**src/ber_checker_map.vh**
```
// Register map, field positions and reset values of the lane bit-error checker
`ifndef BER_CHECKER_MAP_VH
`define BER_CHECKER_MAP_VH

`define ADDR_W 10
`define ADDR_TEST_CONTROL 10'h316
`define ADDR_BER_THRESHOLD_LOW 10'h317
`define ADDR_BER_THRESHOLD_MID 10'h318
`define ADDR_BER_THRESHOLD_HIGH 10'h319
`define ADDR_BER_ERROR_COUNT_LOW 10'h31a
`define ADDR_BER_ERROR_COUNT_MID 10'h31b
`define ADDR_BER_ERROR_COUNT_HIGH 10'h31c
`define ADDR_LANE_PASS_FLAGS 10'h31d
`define ADDR_CAPTURE_CONTROL 10'h31e
`define ADDR_CAPTURE_BYTE_0 10'h31f
`define ADDR_CAPTURE_BYTE_1 10'h320
`define ADDR_CAPTURE_BYTE_2 10'h321
`define ADDR_CAPTURE_BYTE_3 10'h322
`define ADDR_CAPTURE_BYTE_4 10'h323

// Test control fields
`define TC_CLEAR_BIT 0
`define TC_RUN_BIT 1
`define TC_SEQ_LSB 2
`define TC_SEQ_MSB 3
`define TC_TALLY_LSB 4
`define TC_TALLY_MSB 6

// Capture control fields
`define CC_CMD_BIT 0
`define CC_MODE_BIT 1
`define CC_LANE_LSB 2
`define CC_LANE_MSB 4

// Sequence codes
`define SEQ_PRBS7 2'h0
`define SEQ_PRBS15 2'h1
`define SEQ_PRBS31 2'h2
`define SEQ_UNUSED 2'h3

// Reset values and the error count ceiling
`define RST_BYTE 8'h00
`define RST_THRESHOLD 24'h000000
`define RST_COUNT 24'h000000
`define RST_HIST 31'h00000000
`define COUNT_MAX 24'hffffff
`define RST_PASS 8'hff
`define RST_TEST_CONTROL 7'h00
`define RST_LANE_SEL 3'h0

`endif

```
**src/prbs_lane_check.v**
```verilog
// Self-synchronising pattern checker and saturating error tally for one lane
`timescale 1ns/100ps
module prbs_lane_check #(
    parameter W = 40
) (
    input wire clk_sys,
    input wire arst_n,
    input wire clear,
    input wire run,
    input wire [1:0] sequence_select,
    input wire [23:0] threshold,
    input wire [W-1:0] lane_word,
    output reg err_pulse,
    output reg [23:0] err_count,
    output reg pass
);
`include "ber_checker_map.vh"

    reg [30:0] hist;
    reg primed;
    reg [30:0] next_hist;
    reg [23:0] next_count;
    reg [24:0] sum;
    reg [7:0] errs;
    reg predicted;
    integer i;

    // Bit 0 of the word is the earliest bit; hist[k-1] holds the bit k places back
    always @* begin
        next_hist = hist;
        errs = 8'h00;
        predicted = 1'b0;
        for (i = 0; i < W; i = i + 1) begin
            case (sequence_select)
                `SEQ_PRBS7: predicted = next_hist[6] ^ next_hist[5];
                `SEQ_PRBS15: predicted = next_hist[14] ^ next_hist[13];
                `SEQ_PRBS31: predicted = next_hist[30] ^ next_hist[27];
                default: predicted = lane_word[i]; // Unused code never flags
            endcase
            if (predicted != lane_word[i]) begin
                errs = errs + 8'h01;
            end
            next_hist = {next_hist[29:0], lane_word[i]};
        end
        sum = {1'b0, err_count} + {17'h00000, errs};
        if (!primed) begin
            next_count = err_count; // History not yet filled, so no verdict
        end else if (sum[24]) begin
            next_count = `COUNT_MAX; // Saturate rather than wrap to a false pass
        end else begin
            next_count = sum[23:0];
        end
    end

    // Checking state; clear wins over run
    always @(posedge clk_sys or negedge arst_n) begin
        if (!arst_n) begin
            hist <= `RST_HIST;
            primed <= 1'b0;
            err_count <= `RST_COUNT;
            pass <= 1'b1;
            err_pulse <= 1'b0;
        end else if (clear) begin
            hist <= `RST_HIST;
            primed <= 1'b0;
            err_count <= `RST_COUNT;
            pass <= 1'b1;
            err_pulse <= 1'b0;
        end else if (run) begin
            hist <= next_hist;
            primed <= 1'b1;
            err_count <= next_count;
            err_pulse <= primed && (errs != 8'h00);
            if (next_count > threshold) begin
                pass <= 1'b0;
            end
        end else begin
            primed <= 1'b0; // Re-prime after a stop so stale history never counts
            err_pulse <= 1'b0;
        end
    end

endmodule // prbs_lane_check

```
**config.mk**
```make
export PLATFORM = sky130hd
export DESIGN_NAME = prbs_lane_check
export DESIGN_NICKNAME = d
export VERILOG_FILES = /design/src/prbs_lane_check.v
export VERILOG_INCLUDE_DIRS = /design/src /design/src/src
export SDC_FILE = /design/constraint.sdc
export NUM_CORES = 1
export LEC_CHECK = 0
export BUFFER_PORTS_ARGS = -buffer_cell sky130_fd_sc_hd__buf_4
export CORE_ASPECT_RATIO = 0.6
export CORE_MARGIN = 8
export CORE_UTILIZATION = 58
export DETAILED_ROUTE_END_ITERATION = 8
export PLACE_DENSITY_LB_ADDON = 0.12
export SETUP_SLACK_MARGIN = 0.3
export SLEW_MARGIN = 20
export SYNTH_ARGS = -nofsm -noshare
export SYNTH_HDL_FRONTEND = slang
export SYNTH_SLANG_ARGS = --single-unit
```
**constraint.sdc**
```tcl
create_clock -name clk_sys -period 26.9 [get_ports clk_sys]
set_input_delay 0 -clock clk_sys [delete_from_list [all_inputs] [get_ports clk_sys]]
set_output_delay 0 -clock clk_sys [all_outputs]
set_load 0.01 [all_outputs]
```
# [Word level (Yosys, flattened, before mapping)]
# Cells that the tools add are included.
[word_totals] regBits=58 out_inout_bits=26 word_cells=275
[classes] n_addsub=40 magnitude_cmp=1 eq_ne=42 n_mux=93 bitwise=88 n_reduce_logical=6
[op_table] op="8-bit by 1-bit adder with 8-bit output (second input constant)" count=39
[op_table] op="8-bit two-way mux" count=39
[op_table] op="1-bit one-hot mux with 3 select lines" count=40
[op_table] op="24-bit two-way mux" count=4
[op_table] op="1-bit XOR" count=88
[op_table] op="31-bit two-way mux" count=2
[op_table] op="1-bit != test" count=40
[op_table] op="24-bit by 8-bit adder with 25-bit output" count=1
[op_table] op="24-bit greater-than comparator" count=1
[op_table] op="1-bit two-way mux" count=8
[op_table] op="8-bit nonzero test" count=1
[op_table] op="2-bit nonzero test" count=2
[op_table] op="2-bit by 1-bit equality test with 1-bit output (second input constant)" count=1
[op_table] op="2-bit equality test (second input constant)" count=1
[op_table] op="2-bit logical NOT" count=1
[op_table] op="2-bit AND reduction" count=1
[op_table] op="1-bit logical AND" count=1

# [Depth between registers and ports, before layout]
[logic_depth] ltp_word=89 depth_mapped=155 mapped_depth_nobuf=150

# [Worst setup path before layout]
# OpenSTA, ideal clock, no wires.
[synth_timing] kind="flip-flop to flip-flop" startpoint="register hist[13]" endpoint="register pass" arrival_ps=27725 required_time_ps=26823 setup_slack_ps=-902 path_stages_with_launch=149 path_buffers=2 synth_period_minus_slack_ps=27802 path_cell_list="dfrtp_1 xor3_1 a222oi_1 ha_1 clkbuf_1 nor3_1 nor2_1 xnor2_1 inv_1 ha_1 a21oi_1 a21o_1 nor2_2 ha_1 o21a_1 o2111a_1 nor4b_1 nor3_1 [113 not listed] nor2b_1 o211a_1 and3_1 and2_1 nand2_1 xor2_1 nand2_1 ha_1 a21oi_1 nor2b_1 o21ai_0 nand2b_1 a21oi_1 nor2b_1 o21ai_0 nand2b_1 a221o_1 a31oi_1"
[synth_between] elab_chain_len=88
[synth_lines] element="start: declaration" line_no="prbs_lane_check.v:19" rtl="reg [30:0] hist;"
[synth_lines] element="start signal: assignment" line_no="prbs_lane_check.v:58" rtl="hist <= `RST_HIST;"
[synth_lines] element="start signal: assignment" line_no="prbs_lane_check.v:64" rtl="hist <= `RST_HIST;"
[synth_lines] element="start signal: assignment" line_no="prbs_lane_check.v:70" rtl="hist <= next_hist;"
[synth_lines] element="1-bit XOR" line_no="prbs_lane_check.v:36" rtl="`SEQ_PRBS15: predicted = next_hist[14] ^ next_hist[13];"
[synth_lines] element="1-bit one-hot mux with 3 select lines" line_no="prbs_lane_check.v:34" rtl="case (sequence_select)"
[synth_lines] element="1-bit != test" line_no="prbs_lane_check.v:40" rtl="if (predicted != lane_word[i]) begin"
[synth_lines] element="1-bit two-way mux" line_no="prbs_lane_check.v:40"
[synth_lines] element="8-bit by 1-bit adder with 8-bit output" line_no="prbs_lane_check.v:41" rtl="errs = errs + 8'h01;"
[synth_lines] element="8-bit two-way mux" line_no="prbs_lane_check.v:40"
[synth_lines] element="8-bit by 1-bit adder with 8-bit output" line_no="prbs_lane_check.v:41"
[synth_lines] element="8-bit two-way mux" line_no="prbs_lane_check.v:40"
[synth_lines] element="[72 not listed]"
[synth_lines] element="8-bit by 1-bit adder with 8-bit output" line_no="prbs_lane_check.v:41"
[synth_lines] element="8-bit two-way mux *" line_no="prbs_lane_check.v:40"
[synth_lines] element="24-bit by 8-bit adder with 25-bit output *" line_no="prbs_lane_check.v:45" rtl="sum = {1'b0, err_count} + {17'h00000, errs};"
[synth_lines] element="24-bit two-way mux *" line_no="prbs_lane_check.v:48" rtl="end else if (sum[24]) begin"
[synth_lines] element="24-bit two-way mux *" line_no="prbs_lane_check.v:46" rtl="if (!primed) begin"
[synth_lines] element="24-bit greater-than comparator *" line_no="prbs_lane_check.v:74" rtl="if (next_count > threshold) begin"
[synth_lines] element="2-bit nonzero test (no source line) *"
[synth_lines] element="2-bit AND reduction (no source line) *"
[synth_lines] element="end signal: assignment" line_no="prbs_lane_check.v:61" rtl="pass <= 1'b1;"
[synth_lines] element="end signal: assignment" line_no="prbs_lane_check.v:67" rtl="pass <= 1'b1;"
[synth_lines] element="end signal: assignment" line_no="prbs_lane_check.v:75" rtl="pass <= 1'b0;"
[synth_lines] element="end: declaration" line_no="prbs_lane_check.v:15" rtl="output reg pass"
# Every way passes the cells marked *; elsewhere a longest branch is shown, timed or not.
# A chain may end at the register's enable or synchronous reset.

# [Final worst setup path]
[layout_timing] startpoint="register hist[12]" endpoint="register pass"
[layout_between] elab_chain_len=86
[layout_lines] element="1-bit XOR" line_no="prbs_lane_check.v:36"
[layout_lines] element="1-bit one-hot mux with 3 select lines" line_no="prbs_lane_check.v:34"
[layout_lines] element="1-bit != test" line_no="prbs_lane_check.v:40"
[layout_lines] element="8-bit two-way mux" line_no="prbs_lane_check.v:40"
[layout_lines] element="8-bit by 1-bit adder with 8-bit output" line_no="prbs_lane_check.v:41"
[layout_lines] element="8-bit two-way mux" line_no="prbs_lane_check.v:40"
[layout_lines] element="8-bit by 1-bit adder with 8-bit output" line_no="prbs_lane_check.v:41"
[layout_lines] element="8-bit two-way mux" line_no="prbs_lane_check.v:40"
[layout_lines] element="[70 not listed]"
[layout_lines] element="8-bit by 1-bit adder with 8-bit output" line_no="prbs_lane_check.v:41"
[layout_lines] element="8-bit two-way mux *" line_no="prbs_lane_check.v:40"
[layout_lines] element="24-bit by 8-bit adder with 25-bit output *" line_no="prbs_lane_check.v:45"
[layout_lines] element="24-bit two-way mux *" line_no="prbs_lane_check.v:48"
[layout_lines] element="24-bit two-way mux *" line_no="prbs_lane_check.v:46"
[layout_lines] element="24-bit greater-than comparator *" line_no="prbs_lane_check.v:74"
[layout_lines] element="2-bit nonzero test (no source line) *"
[layout_lines] element="2-bit AND reduction (no source line) *"
# Marks and branches as above.

==> impl_metrics.env <==
export IMPL_result_of_the_run="complete, no violations"
export IMPL_coreArea_um2=24100
export IMPL_antenna_cells_inserted=0
export IMPL_grt_max_degree=79
export IMPL_cts_sinks=58
export IMPL_port_buffers=95
export IMPL_dieWidth_um=218
export IMPL_cts_htree_levels=3
export IMPL_r2r_worst_path_cells=145
export IMPL_placed_cells=2152
export IMPL_ys_top_cells_by_area="sky130_fd_sc_hd__xnor2_1 11%, sky130_fd_sc_hd__dfrtp_1 10%, sky130_fd_sc_hd__xnor3_1 7.1%, sky130_fd_sc_hd__ha_1 6.3%, sky130_fd_sc_hd__mux2i_1 5.9%"
export IMPL_synth_edff_count=0
export IMPL_synth_nets=1913
export IMPL_fp_dieArea_um2=29900
export IMPL_fillers=1809
export IMPL_grt_pass1_wl_um=72000
export IMPL_drt_pass1_iter_count=5
export IMPL_finalSetupViolations=0
export IMPL_drt_initial_drc_count=1664
export IMPL_syn_cell_area_um2=14200
export IMPL_stdcell_count=2255
export IMPL_final_period_utilization_pct=99.4
export IMPL_timing_worst_setup_path_type="reg -> reg"
export IMPL_hold_path_depth=3
export IMPL_placementRows=44
export IMPL_cts_buffers=9
export IMPL_clk_pin_slew_worst_paths_ns=0.05
export IMPL_wl_um=48400
export IMPL_r2r_slack_ns=0.16
export IMPL_tritoncts_clock_tree="built"
export IMPL_hold_class="in -> reg"
export IMPL_fin_worst_skew_ns=0.00648
export IMPL_gr_total_overflow=0
export IMPL_syn_instance_count=1771
export IMPL_post_dp_hpwl_um=34800
export IMPL_ys_flop_type="sky130_fd_sc_hd__dfrtp_1"
export IMPL_postSynthRegisterBits=58
export IMPL_synth_common_cells="175 x sky130_fd_sc_hd__xnor2_1, 172 x sky130_fd_sc_hd__nor2_1, 146 x sky130_fd_sc_hd__nand2_1"
export IMPL_grt_util_all_layers_pct=29.6
export IMPL_fp_dieH_um=137
export IMPL_postSynthAreaPerCell_um2=8.01
export IMPL_setup_total_negative_slack_ns=0
export IMPL_drive_gt1_share_pct=25.0
export IMPL_flow_area_growth_from_synthesis_pct=22.1
export IMPL_grt_setup_unrepaired="yes"
export IMPL_netlist_area_leader_share_pct=10.8
export IMPL_synth_largest_area_cell="sky130_fd_sc_hd__xnor2_1"
export IMPL_number_of_antenna_violations_at_the_first_check_in_global_routing=0
export IMPL_cts_root_buf="sky130_fd_sc_hd__clkbuf_16"
export IMPL_critical_path_required_ns=27.15
export IMPL_cpPeakStageDelay_ns=0.50
export IMPL_ios=96
export IMPL_synthesis_yosys_warnings=0
export IMPL_hold_ws_ns=0.00592
export IMPL_drtAntennaViolNets=0
export IMPL_nNetsFinal=2070
export IMPL_min_period_ns=26.74
export IMPL_maxCapViolations=0
export IMPL_worst_path_arrival_time_ns=26.99
export IMPL_drc=0
export IMPL_timing_final_hold_violations=0
export IMPL_route_detailed_vias_per_inst=6.48
export IMPL_first_global_vias=13178
export IMPL_synthMostInstantiatedCell="sky130_fd_sc_hd__xnor2_1"
export IMPL_synth_distinct_cells=107
export IMPL_timing_critical_path_to_type="flip-flop"
export IMPL_routabilityCongestion=1.00
export IMPL_timing_max_slew_rel_slack_pct=20.1
export IMPL_cpMaxStageDelayCell="sky130_fd_sc_hd__or4b_4"
export IMPL_max_fclk_mhz=37.4
export IMPL_asyncSetResetFlopFracSynth_pct=100
export IMPL_cp_common_cell="sky130_fd_sc_hd__ha_4"
export IMPL_synth_sequential_area_ratio_pct=10.2
export IMPL_routed_wire_length_per_instance_um=21.5
export IMPL_insertion_delay_ns=0.33
export IMPL_initial_core_util_pct=58.8
export IMPL_clockBufferDepth=2
export IMPL_critical_path_peak_fanout=7
export IMPL_actual_slew_at_the_worst_max_slew_pin_ns=1.19
export IMPL_critical_path_startpoint_type="flip-flop"
export IMPL_routed_via_count=14605
export IMPL_drv_slew=0
export IMPL_final_util_pct=71.8
## worst paths after layout
path / start / to
max: hist[12]$_DFFE_PN0P_ / pass$_DFFE_PN1P_
min: lane_word[24] / hist[15]$_DFFE_PN0P_
max reg2reg: hist[12]$_DFFE_PN0P_ / pass$_DFFE_PN1P_
min reg2reg: pass$_DFFE_PN1P_ / pass$_DFFE_PN1P_
max in group asynchronous: arst_n / hist[13]$_DFFE_PN0P_
min in group asynchronous: arst_n / err_count[13]$_DFFE_PN0P_
## area by class of cell
cell class	instances	area (µm²)	area share (%)
timing repair buffer	245	1870	10.8
sequential	58	1450	8.39
tap	322	403	2.33
inverter	79	302	1.74
clock buffer	10	239	1.38
clock inverter	6	80.1	0.462
multi-input combinational	1535	13000	74.9
## cells in the final DEF (no fill, tap or decap), types with 22 or more instances in the layout
cell | Yosys | final
sky130_fd_sc_hd__a21oi_1 | 88 | 72
sky130_fd_sc_hd__xnor2_1 | 175 | 169
sky130_fd_sc_hd__ha_1 | 71 | 43
sky130_fd_sc_hd__o22ai_1 | 23 | 23
sky130_fd_sc_hd__ha_4 | 0 | 27
sky130_fd_sc_hd__nand2b_1 | 26 | 24
sky130_fd_sc_hd__nor2b_1 | 23 | 22
sky130_fd_sc_hd__mux2i_1 | 83 | 82
sky130_fd_sc_hd__o21ai_0 | 72 | 64
sky130_fd_sc_hd__nor2_1 | 172 | 161
sky130_fd_sc_hd__inv_1 | 77 | 69
sky130_fd_sc_hd__nor3_1 | 52 | 49
sky130_fd_sc_hd__buf_4 | 3 | 233
sky130_fd_sc_hd__dfrtp_1 | 57 | 56
sky130_fd_sc_hd__and3_1 | 25 | 23
sky130_fd_sc_hd__xnor3_1 | 45 | 45
sky130_fd_sc_hd__nand2_1 | 146 | 129
sky130_fd_sc_hd__nand3_1 | 50 | 49
sky130_fd_sc_hd__nand4_1 | 35 | 35
sky130_fd_sc_hd__xor2_1 | 88 | 84
## kinds of logic after synthesis
group	after synthesis	synth area share, %
compound gates	378	18.6
xor+xnor	349	29.6
fa+ha+maj	73	6.48
buf+inv	178	5.23
flops	58	10.2
mux	103	7.50
simple gates	632	22.4
## through the flow
stage	setup WS, ns	cell area (µm²)
after global placement	-0.357	15400
after global routing	-0.559	17300
after CTS	0.302	16500
final	0.164	17300
after floorplan	0.338	14300
after detailed placement	-1.56	15400
## worst max-delay path: cells and delay by family (launching register included)
| family | cells | cell delay, ns |
|---|---|---|
| AOI/OAI and AO/OA | 40 | 6.78 |
| DFF | 1 | 0.39 |
| muxes | 8 | 1.95 |
| and+or+nand+nor | 46 | 6.31 |
| adders and majority gates | 32 | 8.28 |
| xor gates and xnor gates | 5 | 1.50 |
| buffers and inverters | 14 | 1.35 |
## state kept, by name, summed over array words and instances (netlist names)
register and cells:
err_count 24, err_pulse 1, hist 31, pass 1, primed 1
## metal layers
metal | vias to the layer above | global-route usage (%) | share of wire [%]
met5 | - | 0 | 0
met4 | 0 | 4.72 | 2.2
met3 | 127 | 6.36 | 12
met2 | 911 | 42.6 | 41
met1 | 6893 | 44.9 | 44
li1 | 6674 | - | -
## what timing repair did
action / CTS / global route
setup buffers: 40 / 39
hold buffers: 8 / 0
resized for setup: 72 / 96
cloned: 0 / 0
hold endpoints to repair: 64 / 0
pin swaps: 47 / 86
endpoints found under the setup margin: 23 / 25
Power is not shown: default switching activity piles up to over one toggle a cycle in this logic, so the estimate is an artifact.
